===== src/hw/dfa_pkg.sv =====
// shared constants and types for the disk file attachment control block
package dfa_pkg;

	// bit positions use bit 0 as the most significant bit, weight 128
	localparam int CT_WRITE   = 0;
	localparam int CT_OPIN_RS = 1;
	localparam int CT_READ    = 2;
	localparam int CT_QUEUED  = 3;
	localparam int CT_POLL    = 4;
	localparam int CT_STATUS  = 5;
	localparam int CT_DEV_END = 6;
	localparam int CT_ADDR    = 7;

	localparam int FT_CTL_TAG = 0;
	localparam int FT_LD_CYL  = 1;
	localparam int FT_HEAD    = 2;
	localparam int FT_DIFF    = 3;
	localparam int FT_SELECT  = 7;

	localparam int FC_CTL     = 2;
	localparam int FC_WRITE   = 4;
	localparam logic [0:7] FC_WRITE_ERASE = 8'h8C;

	localparam int ER_WR_DATA = 0;
	localparam int ER_ADDR_OUT = 1;
	localparam int ER_BO_PAR  = 2;
	localparam int ER_SHORT_BUSY = 3;
	localparam int ER_DATA_CHK = 4;
	localparam int ER_HALT    = 7;

	localparam int FS_READY   = 0;
	localparam int FS_ONLINE  = 1;
	localparam int FS_UNSAFE  = 2;
	localparam int FS_STRIP   = 4;
	localparam int FS_EOC     = 5;
	localparam int FS_SEEK_INC = 7;
	localparam int IS_OPERABLE = 3;

	localparam int MA_WIDTH   = 12;
	localparam int MA_HALF    = 6;

	localparam logic [0:7] REG8_RST = 8'h00;
	localparam logic [0:8] REG9_RST = 9'h000;
	localparam logic [MA_WIDTH-1:0] MA_RST = 12'h000;

	typedef enum logic [2:0] {
		ASEL_NONE   = 3'b000,
		ASEL_BUSOUT = 3'b001,
		ASEL_SEEK   = 3'b010,
		ASEL_STATUS = 3'b011,
		ASEL_UNIT   = 3'b100,
		ASEL_ERROR  = 3'b101
	} asel_e;

	typedef struct packed {
		logic       suppressOut;
		logic       selOther;
		logic       serviceOut;
		logic       addressOut;
		logic [0:8] busOut;
	} chan_pins_s;

	typedef struct packed {
		logic [0:7] seekDone;
		logic       ready;
		logic       onLine;
		logic       unsafe;
		logic       stripReady;
		logic       endOfCyl;
		logic       seekIncomplete;
		logic       index;
	} drive_pins_s;

	typedef struct packed {
		logic       addressIn;
		logic       statusIn;
		logic       opIn;
		logic       requestIn;
		logic       serviceIn;
		logic       attnInterrupt;
		logic [0:8] busIn;
	} chan_out_s;

	typedef struct packed {
		logic [0:7] unitSelect;
		logic       returnZero;
		logic       loadCyl;
		logic       headSelect;
		logic       loadDiff;
		logic [0:7] diffValue;
	} drive_out_s;

	typedef struct packed {
		logic [0:7] q;
	} hold_s;

endpackage


===== src/hw/disk_file_attachment_control.sv =====
// channel and disk drive attachment control driven by the microprogram
//
// Operation
// - set error bit 4 on parity mismatch without bus-out parity error; stop machine.
// - halt I/O sets error bit 7; short busy sets bit 3 and also sets bit 7.
// - microword address is 12 bits in two halves; top bit unused.
// - channel tag has 8 latches: write, op-in reset, read, status-in.
// - tag bit 3 raises request-in only while suppress-out is down.
// - tag bit 4 lets gated attention raise request-in unless suppressed.
// - tag bit 6 raises request-in regardless of suppress-out.
// - tag bit 7 drives address-in and conditions operational-in.
// - five extra latches steer channel service responses.
// - nine gates pass bus-out with parity onto the A bus.
// - nine bus-in gates drive write data register to channel.
// - drive tag bit 7 selects drive interface and marks file type.
// - three-bit unit field decodes one-hot into unit register.
// - drive tag latches load data value only where D-bus bit is one.
// - control bit 2 with tag bits 0..3 selects drive operations.
// - index during write with control 140 clears only write gate.
// - unit select reaches drives only while drive tag bit 7 set.
// - seek-complete attentions gate onto A bus and OR into interrupt.
// - poll enable and channel free let attention raise request-in.
// - drive status gated onto A bus at fixed bit positions.
// - file operable formed from status drives interface status bit 3.
`timescale 1ns/10ps
module disk_file_attachment_control
	import dfa_pkg::*;
(
	// clock and reset
	input  wire logic              clk,
	input  wire logic              rst,
	// microprogram control
	input  wire logic [0:7]        dBus,
	input  wire logic              latchDataValue,
	input  wire logic              ldChanTag,
	input  wire logic              ldDriveTag,
	input  wire logic              ldDriveCtl,
	input  wire logic              ldUnit,
	input  wire logic [2:0]        unitField,
	input  wire logic              ldWriteData,
	input  wire logic              writeDataParity,
	input  wire logic              ldAddrHi,
	input  wire logic              ldAddrLo,
	input  wire asel_e             aSel,
	input  wire logic              aluBypass,
	input  wire logic              aRegParity,
	input  wire logic              aluParity,
	input  wire logic              haltIo,
	input  wire logic              shortBusy,
	input  wire logic              writeDataErr,
	input  wire logic              clrError,
	input  wire logic              serviceReq,
	// channel and drive pins
	input  wire chan_pins_s        chanIn,
	input  wire drive_pins_s       drvIn,
	// channel side
	output chan_out_s              chanOut,
	// drive side
	output drive_out_s             drvOut,
	output logic [0:7]             driveTag,
	output logic [0:7]             driveCtl,
	// internal views
	output logic [0:8]             aBus,
	output logic [0:7]             interfaceStatus,
	output logic [0:7]             errorLatches,
	output logic                   dataCheck,
	output logic                   machineStop,
	output logic [MA_WIDTH-1:0]    microAddr,
	output logic [0:7]             chanTag
);

	typedef struct packed {
		chan_pins_s          chS1;
		chan_pins_s          chS2;
		drive_pins_s         drS1;
		drive_pins_s         drS2;
		logic                idxPrev;
		logic                svcOutPrev;
		logic [0:7]          unitReg;
		logic [0:8]          writeData;
		logic [MA_WIDTH-1:0] microAddr;
		logic [0:7]          err;
		logic                xfer1;
		logic                xfer2;
		logic                svcReq;
		logic                steerA;
		logic                dataCheck;
		chan_out_s           chanOut;
		drive_out_s          drvOut;
		logic [0:8]          aBus;
		logic [0:7]          ifStatus;
	} state_s;

	state_s r_r;
	state_s r_nxt;

	logic [0:7] ctlClr;
	logic       idxRise;

	function automatic logic oddPar(input logic [0:7] v);
		oddPar = ~^v;
	endfunction

	function automatic logic [0:7] oneHot(input logic [2:0] f);
		logic [0:7] v;
		v = 8'h00;
		v[f] = 1'b1;
		oneHot = v;
	endfunction

	// the three latch registers share one per-bit load rule
	polarity_hold_reg uChanTag (
		.clk       (clk),
		.rst       (rst),
		.load      (ldChanTag),
		.ctlMask   (dBus),
		.dataValue (latchDataValue),
		.clrMask   (REG8_RST),
		.q         (chanTag)
	);

	polarity_hold_reg uDriveTag (
		.clk       (clk),
		.rst       (rst),
		.load      (ldDriveTag),
		.ctlMask   (dBus),
		.dataValue (latchDataValue),
		.clrMask   (REG8_RST),
		.q         (driveTag)
	);

	polarity_hold_reg uDriveCtl (
		.clk       (clk),
		.rst       (rst),
		.load      (ldDriveCtl),
		.ctlMask   (dBus),
		.dataValue (latchDataValue),
		.clrMask   (ctlClr),
		.q         (driveCtl)
	);

	assign idxRise = r_r.drS2.index & ~r_r.idxPrev;

	// index under write drops only the write gate latch
	always_comb begin
		ctlClr = REG8_RST;
		if (idxRise && driveCtl == FC_WRITE_ERASE && driveTag[FT_CTL_TAG]) begin
			ctlClr[FC_WRITE] = 1'b1;
		end
	end

	always_comb begin
		logic [0:7] errSet;
		logic [0:7] errClr;
		logic [0:7] fs;
		logic       boPerr;
		logic       attnAny;
		logic       sup;
		logic       svcOutRise;
		errSet = 8'h00;
		errClr = 8'h00;
		fs = 8'h00;
		boPerr = 1'b0;
		attnAny = 1'b0;
		sup = 1'b0;
		svcOutRise = 1'b0;
		r_nxt = r_r;

		// synchronisers: stage one feeds stage two only
		r_nxt.chS1 = chanIn;
		r_nxt.chS2 = r_r.chS1;
		r_nxt.drS1 = drvIn;
		r_nxt.drS2 = r_r.drS1;
		r_nxt.idxPrev = r_r.drS2.index;
		r_nxt.svcOutPrev = r_r.chS2.serviceOut;

		if (ldUnit) begin
			r_nxt.unitReg = oneHot(unitField);
		end
		if (ldWriteData) begin
			r_nxt.writeData = {dBus, writeDataParity};
		end
		// high half has only five live bits, the 2K store needs no more
		if (ldAddrHi) begin
			r_nxt.microAddr[MA_WIDTH-1:MA_HALF] = {1'b0, dBus[3:7]};
		end
		if (ldAddrLo) begin
			r_nxt.microAddr[MA_HALF-1:0] = dBus[2:7];
		end

		// errors: hardware set wins over a clear in the same cycle
		boPerr = (aSel == ASEL_BUSOUT) &&
			(oddPar(r_r.chS2.busOut[0:7]) != r_r.chS2.busOut[8]);
		errSet[ER_WR_DATA] = writeDataErr;
		errSet[ER_BO_PAR] = boPerr;
		errSet[ER_DATA_CHK] = aluBypass && (aRegParity != aluParity)
			&& !boPerr && !r_r.err[ER_BO_PAR];
		errSet[ER_HALT] = haltIo | shortBusy;
		errSet[ER_SHORT_BUSY] = shortBusy;
		if (clrError) begin
			errClr = dBus;
		end
		if (chanTag[CT_OPIN_RS]) begin
			errClr[ER_WR_DATA] = 1'b1;
			errClr[ER_BO_PAR] = 1'b1;
		end
		r_nxt.err = (r_r.err & ~errClr) | errSet;
		// address-out is only assembled here, never held
		r_nxt.err[ER_ADDR_OUT] = r_r.chS2.addressOut;
		r_nxt.dataCheck = r_nxt.err[ER_WR_DATA] | r_nxt.err[ER_BO_PAR]
			| r_nxt.err[ER_DATA_CHK];

		// channel tag lines
		sup = r_r.chS2.suppressOut;
		attnAny = |r_r.drS2.seekDone;
		r_nxt.chanOut.attnInterrupt = attnAny;
		r_nxt.chanOut.addressIn = chanTag[CT_ADDR];
		r_nxt.chanOut.statusIn = chanTag[CT_STATUS];
		if (chanTag[CT_ADDR]) begin
			r_nxt.chanOut.opIn = 1'b1;
		end else if (chanTag[CT_OPIN_RS]) begin
			r_nxt.chanOut.opIn = 1'b0;
		end
		r_nxt.chanOut.requestIn = (chanTag[CT_QUEUED] & ~sup)
			| (chanTag[CT_POLL] & attnAny & ~sup & ~r_r.chS2.selOther)
			| chanTag[CT_DEV_END];
		r_nxt.chanOut.busIn = r_r.writeData;

		// service controls
		r_nxt.xfer1 = chanTag[CT_WRITE];
		r_nxt.xfer2 = chanTag[CT_READ];
		svcOutRise = r_r.chS2.serviceOut & ~r_r.svcOutPrev;
		if (r_r.svcReq && (r_r.xfer1 || r_r.xfer2) && !r_r.chanOut.serviceIn) begin
			r_nxt.chanOut.serviceIn = 1'b1;
			r_nxt.svcReq = 1'b0;
		end
		if (svcOutRise) begin
			r_nxt.chanOut.serviceIn = 1'b0;
			r_nxt.steerA = ~r_r.steerA;
		end
		if (serviceReq) begin
			r_nxt.svcReq = 1'b1;
		end

		// drive side
		r_nxt.drvOut.unitSelect = driveTag[FT_SELECT] ? r_r.unitReg : REG8_RST;
		r_nxt.drvOut.returnZero = driveCtl[FC_CTL] & driveTag[FT_CTL_TAG];
		r_nxt.drvOut.loadCyl = driveCtl[FC_CTL] & driveTag[FT_LD_CYL];
		r_nxt.drvOut.headSelect = driveCtl[FC_CTL] & driveTag[FT_HEAD];
		r_nxt.drvOut.loadDiff = driveCtl[FC_CTL] & driveTag[FT_DIFF];
		r_nxt.drvOut.diffValue = ~driveCtl;

		// drive status, only from a selected drive
		if (driveTag[FT_SELECT]) begin
			fs[FS_READY] = r_r.drS2.ready;
			fs[FS_ONLINE] = r_r.drS2.onLine;
			fs[FS_UNSAFE] = r_r.drS2.unsafe;
			fs[FS_STRIP] = r_r.drS2.stripReady;
			fs[FS_EOC] = r_r.drS2.endOfCyl;
			fs[FS_SEEK_INC] = r_r.drS2.seekIncomplete;
		end
		r_nxt.ifStatus = REG8_RST;
		r_nxt.ifStatus[IS_OPERABLE] = fs[FS_READY] & fs[FS_ONLINE] & ~fs[FS_UNSAFE]
			& ~fs[FS_EOC] & ~fs[FS_SEEK_INC];

		case (aSel)
			ASEL_BUSOUT: r_nxt.aBus = r_r.chS2.busOut;
			ASEL_SEEK:   r_nxt.aBus = {r_r.drS2.seekDone, oddPar(r_r.drS2.seekDone)};
			ASEL_STATUS: r_nxt.aBus = {fs, oddPar(fs)};
			ASEL_UNIT:   r_nxt.aBus = {r_r.unitReg, oddPar(r_r.unitReg)};
			ASEL_ERROR:  r_nxt.aBus = {r_r.err, oddPar(r_r.err)};
			default:     r_nxt.aBus = REG9_RST;
		endcase
	end

	always_ff @(posedge clk or posedge rst) begin
		if (rst) begin
			r_r <= '0;
		end else begin
			r_r <= r_nxt;
		end
	end

	assign chanOut = r_r.chanOut;
	assign drvOut = r_r.drvOut;
	assign aBus = r_r.aBus;
	assign interfaceStatus = r_r.ifStatus;
	assign errorLatches = r_r.err;
	assign dataCheck = r_r.dataCheck;
	assign machineStop = r_r.err[ER_DATA_CHK];
	assign microAddr = r_r.microAddr;

	a_data_check: assert property (@(posedge clk) disable iff (rst)
		aluBypass && aRegParity != aluParity && aSel != ASEL_BUSOUT
		&& !errorLatches[ER_BO_PAR] |=> machineStop && dataCheck)
		else $error("parity mismatch did not stop machine");
	a_halt_sets: assert property (@(posedge clk) disable iff (rst)
		haltIo |=> errorLatches[ER_HALT])
		else $error("halt did not set error bit 7");
	a_addr_msb: assert property (@(posedge clk) disable iff (rst)
		ldAddrHi |=> microAddr[MA_WIDTH-1] == 1'b0 && microAddr[10:6] == $past(dBus[3:7]))
		else $error("microword high half wrong");
	a_queued_supp: assert property (@(posedge clk) disable iff (rst)
		chanTag[CT_QUEUED] && !chanTag[CT_POLL] && !chanTag[CT_DEV_END]
		&& r_r.chS2.suppressOut |=> !chanOut.requestIn)
		else $error("queued request ignored suppress-out");
	a_dev_end_req: assert property (@(posedge clk) disable iff (rst)
		chanTag[CT_DEV_END] |=> chanOut.requestIn)
		else $error("device end poll was suppressed");
	a_addr_in: assert property (@(posedge clk) disable iff (rst)
		chanTag[CT_ADDR] |=> chanOut.addressIn && chanOut.opIn)
		else $error("address-in or op-in missing");
	a_unit_decode: assert property (@(posedge clk) disable iff (rst)
		ldUnit ##1 (driveTag[FT_SELECT] && !ldUnit) |=> drvOut.unitSelect == oneHot($past(unitField, 2)))
		else $error("unit select not one-hot of field");
	a_unit_gate: assert property (@(posedge clk) disable iff (rst)
		!driveTag[FT_SELECT] |=> drvOut.unitSelect == REG8_RST)
		else $error("unit select passed without drive tag bit 7");
	a_write_drop: assert property (@(posedge clk) disable iff (rst)
		ctlClr[FC_WRITE] && !ldDriveCtl |=> !driveCtl[FC_WRITE]
		&& driveCtl[0:3] == $past(driveCtl[0:3]))
		else $error("index did not drop only write gate");
	a_operable: assert property (@(posedge clk) disable iff (rst)
		interfaceStatus[IS_OPERABLE] |-> !$past(r_r.drS2.unsafe) && $past(r_r.drS2.ready))
		else $error("operable with bad drive status");

endmodule // disk_file_attachment_control


===== src/hw/polarity_hold_reg.sv =====
// eight polarity-hold latches loaded per bit under a control mask
`timescale 1ns/10ps
module polarity_hold_reg
	import dfa_pkg::*;
(
	// clock and reset
	input  wire logic       clk,
	input  wire logic       rst,
	// load path
	input  wire logic       load,
	input  wire logic [0:7] ctlMask,
	input  wire logic       dataValue,
	input  wire logic [0:7] clrMask,
	// latch contents
	output logic      [0:7] q
);

	hold_s r_r;
	hold_s r_nxt;

	always_comb begin
		r_nxt = r_r;
		r_nxt.q = r_r.q & ~clrMask;
		// only masked bits take the shared data value, the rest hold
		if (load) begin
			r_nxt.q = (r_nxt.q & ~ctlMask) | (ctlMask & {8{dataValue}});
		end
	end

	always_ff @(posedge clk or posedge rst) begin
		if (rst) begin
			r_r <= '{q: REG8_RST};
		end else begin
			r_r <= r_nxt;
		end
	end

	assign q = r_r.q;

endmodule // polarity_hold_reg


===== config.mk =====
export PLATFORM = sky130hd
export DESIGN_NAME = disk_file_attachment_control
export DESIGN_NICKNAME = d
export VERILOG_FILES = /design/src/hw/dfa_pkg.sv /design/src/hw/disk_file_attachment_control.sv /design/src/hw/polarity_hold_reg.sv
export SDC_FILE = /design/constraint.sdc
export NUM_CORES = 1
export LEC_CHECK = 0
export ABC_CLOCK_PERIOD_IN_PS = 13400
export BUFFER_PORTS_ARGS = -buffer_cell sky130_fd_sc_hd__buf_4
export CAP_MARGIN = 15
export CORE_MARGIN = 2
export CORE_UTILIZATION = 35
export CTS_CLUSTER_SIZE = 28
export DETAILED_ROUTE_END_ITERATION = 10
export GPL_ROUTABILITY_DRIVEN = 1
export PLACE_DENSITY = 0.53
export SLEW_MARGIN = 10
export SYNTH_ARGS = -nofsm -noshare
export SYNTH_HDL_FRONTEND = slang
export SYNTH_SLANG_ARGS = --single-unit

===== constraint.sdc =====
create_clock -name clk -period 13.4 [get_ports clk]
set_input_delay 1.34 -clock clk [delete_from_list [all_inputs] [get_ports clk]]
set_output_delay 1.34 -clock clk [all_outputs]
set_load 0.03 [all_outputs]

==> key figures, run 1 <==
Outcome
  – Status: completed

Power
  – Max VDD drop: around 0.087 mV
  – Pwr Total: ~1.3 mW
  – Power Dens Cells: 162 mW/mm^2
  – Pleak: 3.75 nW

Clocking
  – CTS tree: built
  – Clock sink count: 167
  – PostCTS Resize Cnt: 0
  – Hold Buf Count CTS: 0
  – Post-CTS Setup Inserts: 0
  – CTS clk-pin slew, worst paths: 0.06 ns
  – H-tree level count: 4
  – Max clock buf depth: 2
  – Worst skew pair latency: 0.43 ns
  – Root buffer cell: clkbuf_16
  – TritonCTS buffer count: 17

Synth
  – Ys flop type: dfrtp_1
  – Synth Instances: 495
  – Mean area per synthesized cell: roughly 13 sq um
  – EDFF count, synth: 0
  – Number of synthesis warnings: 0
  – Synth top area share: ~64%
  – Mapped Area: roughly 0.0065 sq mm
  – FF+latch count, synth: 167
  – Top post-synthesis cells by area: dfrtp_1 (64%), buf_4 (8.7%), mux2_2 (7.4%), xnor2_1 (2.7%), nand2_1 (2.2%)
  – Post-synth top area cell: dfrtp_1
  – Post-synthesis sequential area ratio: 64.1%
  – Distinct cells, synth: 43
  – Post-synth ARST share: 100%

Place
  – Pre-CTS setup slack: 10.29 ns
  – Routability cong.: 0.781
  – Hpwl dp: 10100 um
  – Placed cell areas: between 0.007 and 0.008 sq mm
  – Placed insts: 794
  – Port Buffers: 150

Finish
  – Area growth, synth to finish: 21.8%
  – Post-layout net count: 650
  – Antenna Cells: 0
  – Final Util: 43.8%
  – Share of cells above drive strength 1: 38.8%
  – Most common cell after layout, fill and taps aside: dfrtp_1
  – Finished Cell Area: 0.00795 sq mm
  – Non-Filler Instances: 825
  – Most frequent cells in the layout: dfrtp_1 (167), buf_4 (151), mux2_2 (43)
  – Fillers: 1685

Critical path
  – Worst r2r src: r_r[134]
  – Slowest-stage cell, CP: dfrtp_1
  – CP required: 12.06 ns
  – CP startpoint kind: register
  – Critical Path AT: 1.30 ns
  – Crit path kind: register to output pin
  – CP delay by family, top: flip-flops
  – Crit Reg-Reg Endpoint: dataCheck
  – Max Fanout on Critical Path: 15
  – Worst setup EP type: output pin
  – CP bufs+invs: 1
  – Internal reg-to-reg setup slack: roughly 11 ns
  – Worst R2R Path Depth: 5
  – Cell Chain, Critical Path: buf_4
  – Crit path largest cell delay: 0.62 ns

Min path
  – WHS Path Cells: 0
  – Hold Path Sink: errorLatches[1]
  – Hold path start: r_nxt[63]
  – Hold Path Class: register to register

Global routing
  – GRT Max-Usage Layer: met2
  – GR Util met2: 22.9%
  – Via count of the first global-routing pass: 3900
  – GRT met1 Usage: 19.1%
  – GRT Residual Overflow: 0
  – Total GRT Usage: 14.5%
  – Met3 Track Usage GR: under 10%
  – Largest net degree at the start of global routing: 89
  – First-pass GRT wire length: 21500 um
  – Antenna violations before repair: 0

Die
  – Die width: 141 um
  – IO Pins: 159
  – Die Span Y: 141 um
  – Row count: 49
  – Die Area: 0.0197 sq mm
  – Core area: 0.0181 sq mm
  – Initial Util: 35.9%

Timing
  – Worst setup margin: approximately 11 ns
  – Slew headroom: 35.0%
  – Layout Skew: 0.00625 ns
  – Measured slew at the worst slew-check pin: ~0.97 ns
  – Final Max Slew Viols: 0
  – Final Hold Violating Endpoints: 0
  – Final setup vio count: 0
  – Min Clock Period, post-route: 2.64 ns
  – Unrepaired setup endpoints after global routing: false
  – Post-Route Setup TNS: 0 ns
  – Crit share post-route: 19.7%
  – WHS: 0.348 ns
  – Fmax: 0.379 GHz

Detailed routing
  – Drt initial violations: 161
  – Vias per inst: 4.49
  – DR vias: about 3700
  – DRT Pass-1 Iters: 4
  – DRC viols: 0
  – Routed WL: 13700 um
  – Wire per inst: 16.6 um
  – Routed Antenna Nets: 0

Job
  – Max Cap Viol: 0
## registers in the layout, indices dropped and copies added (netlist names), 8 cells and up, named ones only
signal,cells
aBus,9
chanOut,15
drvOut,20
errorLatches,8
microAddr,11
r_nxt,40
r_r,38
uDriveCtl.q,8
## per-layer routing
layer | routed length, um | share of wire, %
met1 | 6060 | 44
met2 | 6690 | 49
met3 | 761 | 5.5
met4 | 203 | 1.5
met5 | 0 | 0
## kinds of logic after synthesis
group	synth area share, %
muxes	8.19
xor gates and xnor gates	4.39
and+or+nand+nor	6.00
AOI/OAI and AO/OA	5.16
other	0.0575
buffers and inverters	11.2
DFF	64.1
adders and majority gates	0.959
## cell type report
cell class / instances / area [sq um] / area share, %
Multi-Input combinational cell: 217 / 1640 / 20.7
Clock inverter: 12 / 145 / 1.83
Tap cell: 229 / 287 / 3.61
Sequential cell: 167 / 4180 / 52.6
Inverter: 30 / 118 / 1.48
Clock buffer: 19 / 443 / 5.57
Timing Repair Buffer: 151 / 1130 / 14.3
## cells in the mapped netlist (2+ instances only)
library cell and n:
o21ai_0 11, nand2_1 38, dfrtp_1 167, a211o_1 2
o32ai_1 2, o31ai_1 2, o22ai_1 8, mux2i_1 5
a21boi_0 2, ha_1 5, nand2b_1 5, xnor2_1 20
nand3_1 2, a21o_1 2, nor3b_1 2, xor2_1 7
a21oi_1 2, mux2_2 43, nor2_1 3, clkbuf_1 12
nor2b_1 3, a221o_1 2, buf_4 76, and2_1 16
inv_1 29, nor3_1 3, a22oi_1 10
## worst max path at each step
| stage | to | slack (ns) | cells past startpoint |
|---|---|---|---|
| finish | driveTag[7] | 10.76 | 1 |
| global route | chanOut[4] | 10.52 | 3 |
| CTS | driveTag[7] | 10.69 | 1 |
| detailed placement | r_nxt[95] | 10.29 | 3 |
| global placement | drvOut[14] | 10.35 | 3 |
| floorplan | async pin | 7.54 | 1 |
## report_power, final
group          switching (mW)  internal [mW]  leakage, nW
clock                   0.202          0.282        0.275
sequential             0.0309          0.549         1.99
combinational           0.130         0.0911         1.48
Note: power is estimated with default switching activity, not from simulation.
==> run 2, diff against run 1 <==
- ABC_CLOCK_PERIOD_IN_PS: 13400 -> 2750
- clock period: 13.4 -> 2.75 ns (I/O delays scaled with it)
==> run 2 against run 1 <==
First-iteration DRC count up 32%. Critical path type is now register to register. Routed wire length up 2.8%. Via count up 3.6%.
==> key figures, run 2 (synthesized netlist as in run 1, its figures left out) <==
Timing
  – WHS: approximately 0.045 ns
  – Post-Route Setup TNS: 0 ns
  – Min Clock Period, post-route: slightly below 2 ns
  – Final Max Slew Viols: 0
  – Fmax: 0.508 GHz
  – Crit share post-route: a little under three quarters
  – Final setup vio count: 0
  – Measured slew at the worst slew-check pin: 0.635 ns
  – Layout Skew: 0.00891 ns
  – Slew headroom: 57.6%
  – Final Hold Violating Endpoints: 0
  – Unrepaired setup endpoints after global routing: false

Finish
  – Area growth, synth to finish: 26.7%
  – Fillers: 1663
  – Post-layout net count: 680
  – Most common cell after layout, fill and taps aside: dfrtp_1
  – Share of cells above drive strength 1: 36.8%
  – Antenna Cells: 0
  – Multi-input gate area: ~0.0016 sq mm
  – Most frequent cells in the layout: dfrtp_1 (167), buf_4 (150), mux2_2 (43)
  – Max reg flops: 40
  – FF+latch area: between 0.004 and 0.005 sq mm

Place
  – Hpwl dp: ~10000 um
  – Routability cong.: 0.833
  – Port Buffers: 150

Critical path
  – CP bufs+invs: 0
  – Crit path largest cell delay: approximately 0.51 ns
  – Critical Path AT: about 2.3 ns
  – Slowest-stage cell, CP: or4_4
  – CP required: between 3 and 4 ns
  – Worst setup EP type: register
  – CP delay by family, top: XOR/XNOR gates
  – Max Fanout on Critical Path: 3
  – Crit path kind: register to register
  – Worst r2r src: r_r[134]
  – CP startpoint kind: register
  – Cell Chain, Critical Path: xor2_1 > xnor3_1 > xnor2_1 > and2_4 > or4_4
  – Critical Path Start: r_r[134]

Clocking
  – TritonCTS buffer count: 17
  – Worst skew pair latency: ~0.42 ns
  – Clock sink count: roughly 170
  – CTS tree: built
  – PostCTS Resize Cnt: 0
  – Max clock buf depth: 2
  – Hold Buf Count CTS: 29
  – Post-CTS Setup Inserts: 0
  – CTS clk-pin slew, worst paths: roughly 0.060 ns
  – H-tree level count: 4
  – Root buffer cell: clkbuf_16

Global routing
  – First-pass GRT wire length: roughly 23000 um
  – Largest net degree at the start of global routing: 84
  – Via count of the first global-routing pass: 4099
  – GRT Residual Overflow: 0
  – Antenna violations before repair: 0
  – Total GRT Usage: 15.1%

Detailed routing
  – Vias per inst: 4.48
  – DR vias: ~3800
  – DRC viols: 0
  – Drt initial violations: 212
  – Routed Antenna Nets: 0
  – Routed WL: 14100 um
  – Wire per inst: between 15 and 20 um
  – DRT Pass-1 Iters: 4

Outcome
  – Status: completed

Power
  – Switching part of the total: roughly 27%
  – Seq pwr share: 45.0%
  – Max VDD drop: 0.436 mV
  – Pleak: approximately 3.9 nW
  – Clock share of power: between 30% and 40%
  – Comb power frac: about 18%
  – Cell-internal power: 4.54 mW
  – Power Dens Cells: 758 mW/mm^2
  – Psw: 1.72 mW

Job
  – Max Cap Viol: 0

Die
  – Core area: about 0.018 sq mm
  – Die width: 141 um
  – Die Area: 0.0197 sq mm
  – Initial Util: 35.9%
  – Row count: 49
  – Die Span Y: between 100 and 150 um
  – IO Pins: 159

Min path
  – Hold Path Class: input pin to register
  – Hold path start: shortBusy
[run 2: power groups by stage]
| stage | combinational, mW | sequential [mW] | clock [mW] |
|---|---|---|---|
| floorplan | 0.743 | 2.91 | 0 |
| global placement | 1.09 | 2.86 | 0 |
| detailed placement | 1.10 | 2.87 | 0 |
| CTS | 1.14 | 2.83 | 2.39 |
| global route | 1.20 | 2.85 | 2.51 |
| finish | 1.12 | 2.82 | 2.32 |
[run 2: per-stage QoR]
stage	setup WS [ns]	util, %	area [sq um]	total power [mW]	cells
3_5_place_dp	0.812	40.7	7390	3.97	795
4_1_cts	0.791	45.5	8260	6.36	856
5_1_grt	0.724	45.5	8260	6.56	856
2_1_floorplan	0.348	-	6550	3.66	502
6_report	0.782	45.5	8260	6.26	856
3_3_place_gp	0.842	40.7	7390	3.95	795
[run 2: worst reg2reg max path: stages (launching register included)]
cell,delay (ns)
dfrtp_1,0.40
xor2_1,0.19
xnor3_1,0.42
xnor2_1,0.14
and2_4,0.17
or4_4,0.52
[run 2: final timing paths]
kind                                         to  slack, ns  cells after the start
worst min register to register         r_r[110]       0.35                      0
worst max register to register        dataCheck       0.78                      5
worst min-delay path            errorLatches[3]       0.04                      2
min in group asynchronous         microAddr[10]       0.47                      3
max in group asynchronous            drvOut[13]       1.50                      4
worst max-delay path                  dataCheck       0.78                      5
[run 2: layout make-up]
type                    instances  share of cell area, %
inverters                      30                   1.41
repair buffers                181                   17.6
clock inverters                10                   1.42
multi-input cells             217                   19.9
well taps                     229                   3.47
flip-flops and latches        167                   50.6
clock buffers                  22                   5.62
[run 2: routing by layer]
metal / vias up / global-route usage, % / routed length (um)
met5: - / 0 / 0
met4: 0 / 5.21 / 228
met3: 20 / 4.38 / 693
met2: 124 / 24.2 / 6860
met1: 1908 / 19.7 / 6320
li1: 1783 / - / -
==> run 3, diff against run 2 <==
- ABC_CLOCK_PERIOD_IN_PS: 2750 -> 1800
- PLACE_DENSITY: 0.53 -> 0.55
- clock period: 2.75 -> 1.8 ns (I/O delays scaled with it)
==> run 3 against run 2 <==
The run now ends with setup timing left. Final cell count is 1.8% higher. Hold slack worse by 0.015 ns. Die area stayed put. Clock power is 57% higher. Via count is 0.34% higher. Largest power group unchanged. Highest routed layer unchanged.
==> key figures, run 3 (synthesized netlist as in run 1, its figures left out) <==
Outcome
  – Status: finished, violations left
  – Failing checks: setup timing

Clocking
  – Max clock buf depth: 2
  – Post-CTS Setup Inserts: 0
  – CTS tree: built
  – CTS clk-pin slew, worst paths: 0.06 ns
  – H-tree level count: 4
  – TritonCTS buffer count: 17
  – Root buffer cell: clkbuf_16
  – Clock sink count: 167
  – Worst skew pair latency: 0.42 ns

Critical path
  – Crit path kind: register to register
  – Crit Reg-Reg Endpoint: dataCheck
  – Critical Path AT: roughly 2.1 ns
  – Worst r2r src: r_r[130]
  – Max Fanout on Critical Path: 3
  – Internal reg-to-reg setup slack: -0.02 ns
  – Worst setup EP type: register
  – CP required: 2.09 ns
  – Cell Chain, Critical Path: xor2_1 > xnor3_1 > xnor2_1 > and2_4 > or4_4
  – Worst R2R Path Depth: 5
  – CP bufs+invs: 0
  – Slowest-stage cell, CP: xnor3_1
  – Crit path largest cell delay: 0.42 ns
  – CP delay by family, top: XOR/XNOR gates
  – CP startpoint kind: register

Timing
  – Slew headroom: 61.8%
  – Min Clock Period, post-route: 1.82 ns
  – Final Hold Violating Endpoints: 0
  – Fmax: 0.550 GHz
  – Crit share post-route: 101%
  – Final setup vio count: 1
  – Unrepaired setup endpoints after global routing: true
  – Worst setup margin: -0.0188 ns
  – Final Max Slew Viols: 0
  – Layout Skew: 0.00897 ns
  – Measured slew at the worst slew-check pin: 0.569 ns
  – Post-Route Setup TNS: -0.0188 ns
  – WHS: 0.0295 ns

Finish
  – Max reg flops: 40
  – Share of cells above drive strength 1: 37.7%
  – Fillers: roughly 1700
  – Area growth, synth to finish: 29.4%
  – Multi-input gate area: 0.00166 sq mm
  – Finished Cell Area: 0.00844 sq mm
  – FF+latch area: between 0.004 and 0.005 sq mm
  – Most frequent cells in the layout: dfrtp_1 (167), buf_4 (155), mux2_2 (43)
  – Post-layout net count: 695
  – Most common cell after layout, fill and taps aside: dfrtp_1
  – Antenna Cells: 0

Detailed routing
  – Routed WL: 14200 um
  – DRT Pass-1 Iters: 4
  – Routed Antenna Nets: 0
  – Wire per inst: 16.3 um
  – DRC viols: 0
  – DR vias: about 3800
  – Vias per inst: between 4 and 5
  – Drt initial violations: 151

Min path
  – Hold Path Sink: r_r[89]
  – Hold Path Class: input pin to register
  – Hold path start: ldUnit
  – WHS Path Cells: 2

Job
  – Max Cap Viol: 0

Power
  – Cell-internal power: 6.96 mW
  – Switching part of the total: 28.3%
  – Power Dens Cells: about 1100 mW/mm^2
  – Pleak: 3.98 nW
  – Seq pwr share: ~44%
  – Comb power frac: 18.2%
  – Clock share of power: 37.5%
  – Psw: 2.75 mW
  – Max VDD drop: 0.639 mV

Die
  – Core area: 0.0181 sq mm
  – Die Span Y: 141 um
  – IO Pins: 159
  – Die width: 141 um
  – Initial Util: 35.9%
  – Row count: 49
  – Die Area: 0.0197 sq mm

Global routing
  – First-pass GRT wire length: 22800 um
  – Largest net degree at the start of global routing: 51
  – GRT Max-Usage Layer: met2
  – GR Util met2: 24.3%
  – GRT Residual Overflow: 0
  – Via count of the first global-routing pass: 4188
  – Total GRT Usage: between 10% and 20%
  – Met3 Track Usage GR: between 3 and 4%
  – GRT met1 Usage: 20.3%
  – Antenna violations before repair: 0

Place
  – Routability cong.: 0.861
  – Placed cell areas: 0.00745 sq mm
  – Port Buffers: 150
  – Hpwl dp: 10500 um
-- run 3: how the worst max path moves through the flow --
stage / startpoint / endpoint / slack, ns / cells after the start
after floorplan: rst / async pin / -0.51 / 1
after global placement: r_r[133] / dataCheck / -0.009 / 5
after detailed placement: r_r[133] / dataCheck / -0.04 / 5
after CTS: r_r[130] / dataCheck / -0.02 / 5
after global routing: r_r[130] / dataCheck / -0.10 / 5
final: r_r[130] / dataCheck / -0.02 / 5
-- run 3: final cells by class --
| cell class | count | share of cell area (%) |
|---|---|---|
| Sequential cell | 167 | 49.5 |
| Multi-Input combinational cell | 217 | 19.6 |
| Clock buffer | 18 | 5.20 |
| Tap cell | 229 | 3.39 |
| Inverter | 30 | 1.38 |
| Clock inverter | 14 | 1.90 |
| Timing Repair Buffer | 196 | 19.0 |
-- run 3: what timing repair did --
item,4_1_cts,5_1_grt
endpoints found under the hold margin,52,0
hold buffers,38,0
setup endpoints to repair,1,2
pin swaps,3,1
resized for setup,0,2
-- run 3: power by group through the flow --
stage | Sequential, mW | Combinational [mW] | Clock [mW]
2_1_floorplan | 4.45 | 1.13 | 0
3_3_place_gp | 4.36 | 1.70 | 0
3_5_place_dp | 4.38 | 1.71 | 0
4_1_cts | 4.31 | 1.79 | 3.76
5_1_grt | 4.35 | 1.89 | 3.93
6_report | 4.30 | 1.76 | 3.64
-- run 3: routing by layer --
metal | wire length [um] | part of all wire (%)
met5 | 0 | 0
met4 | 218 | 1.5
met3 | 692 | 4.9
met2 | 6980 | 49
met1 | 6310 | 44
-- run 3: metrics by stage --
stage	power, mW	setup slack (ns)	util (%)	std cells
floorplan	5.59	-0.507	-	502
global placement	6.06	-0.00903	41.0	801
detailed placement	6.09	-0.0435	41.0	801
CTS	9.85	-0.0239	46.4	871
global route	10.2	-0.105	46.5	871
finish	9.71	-0.0188	46.5	871
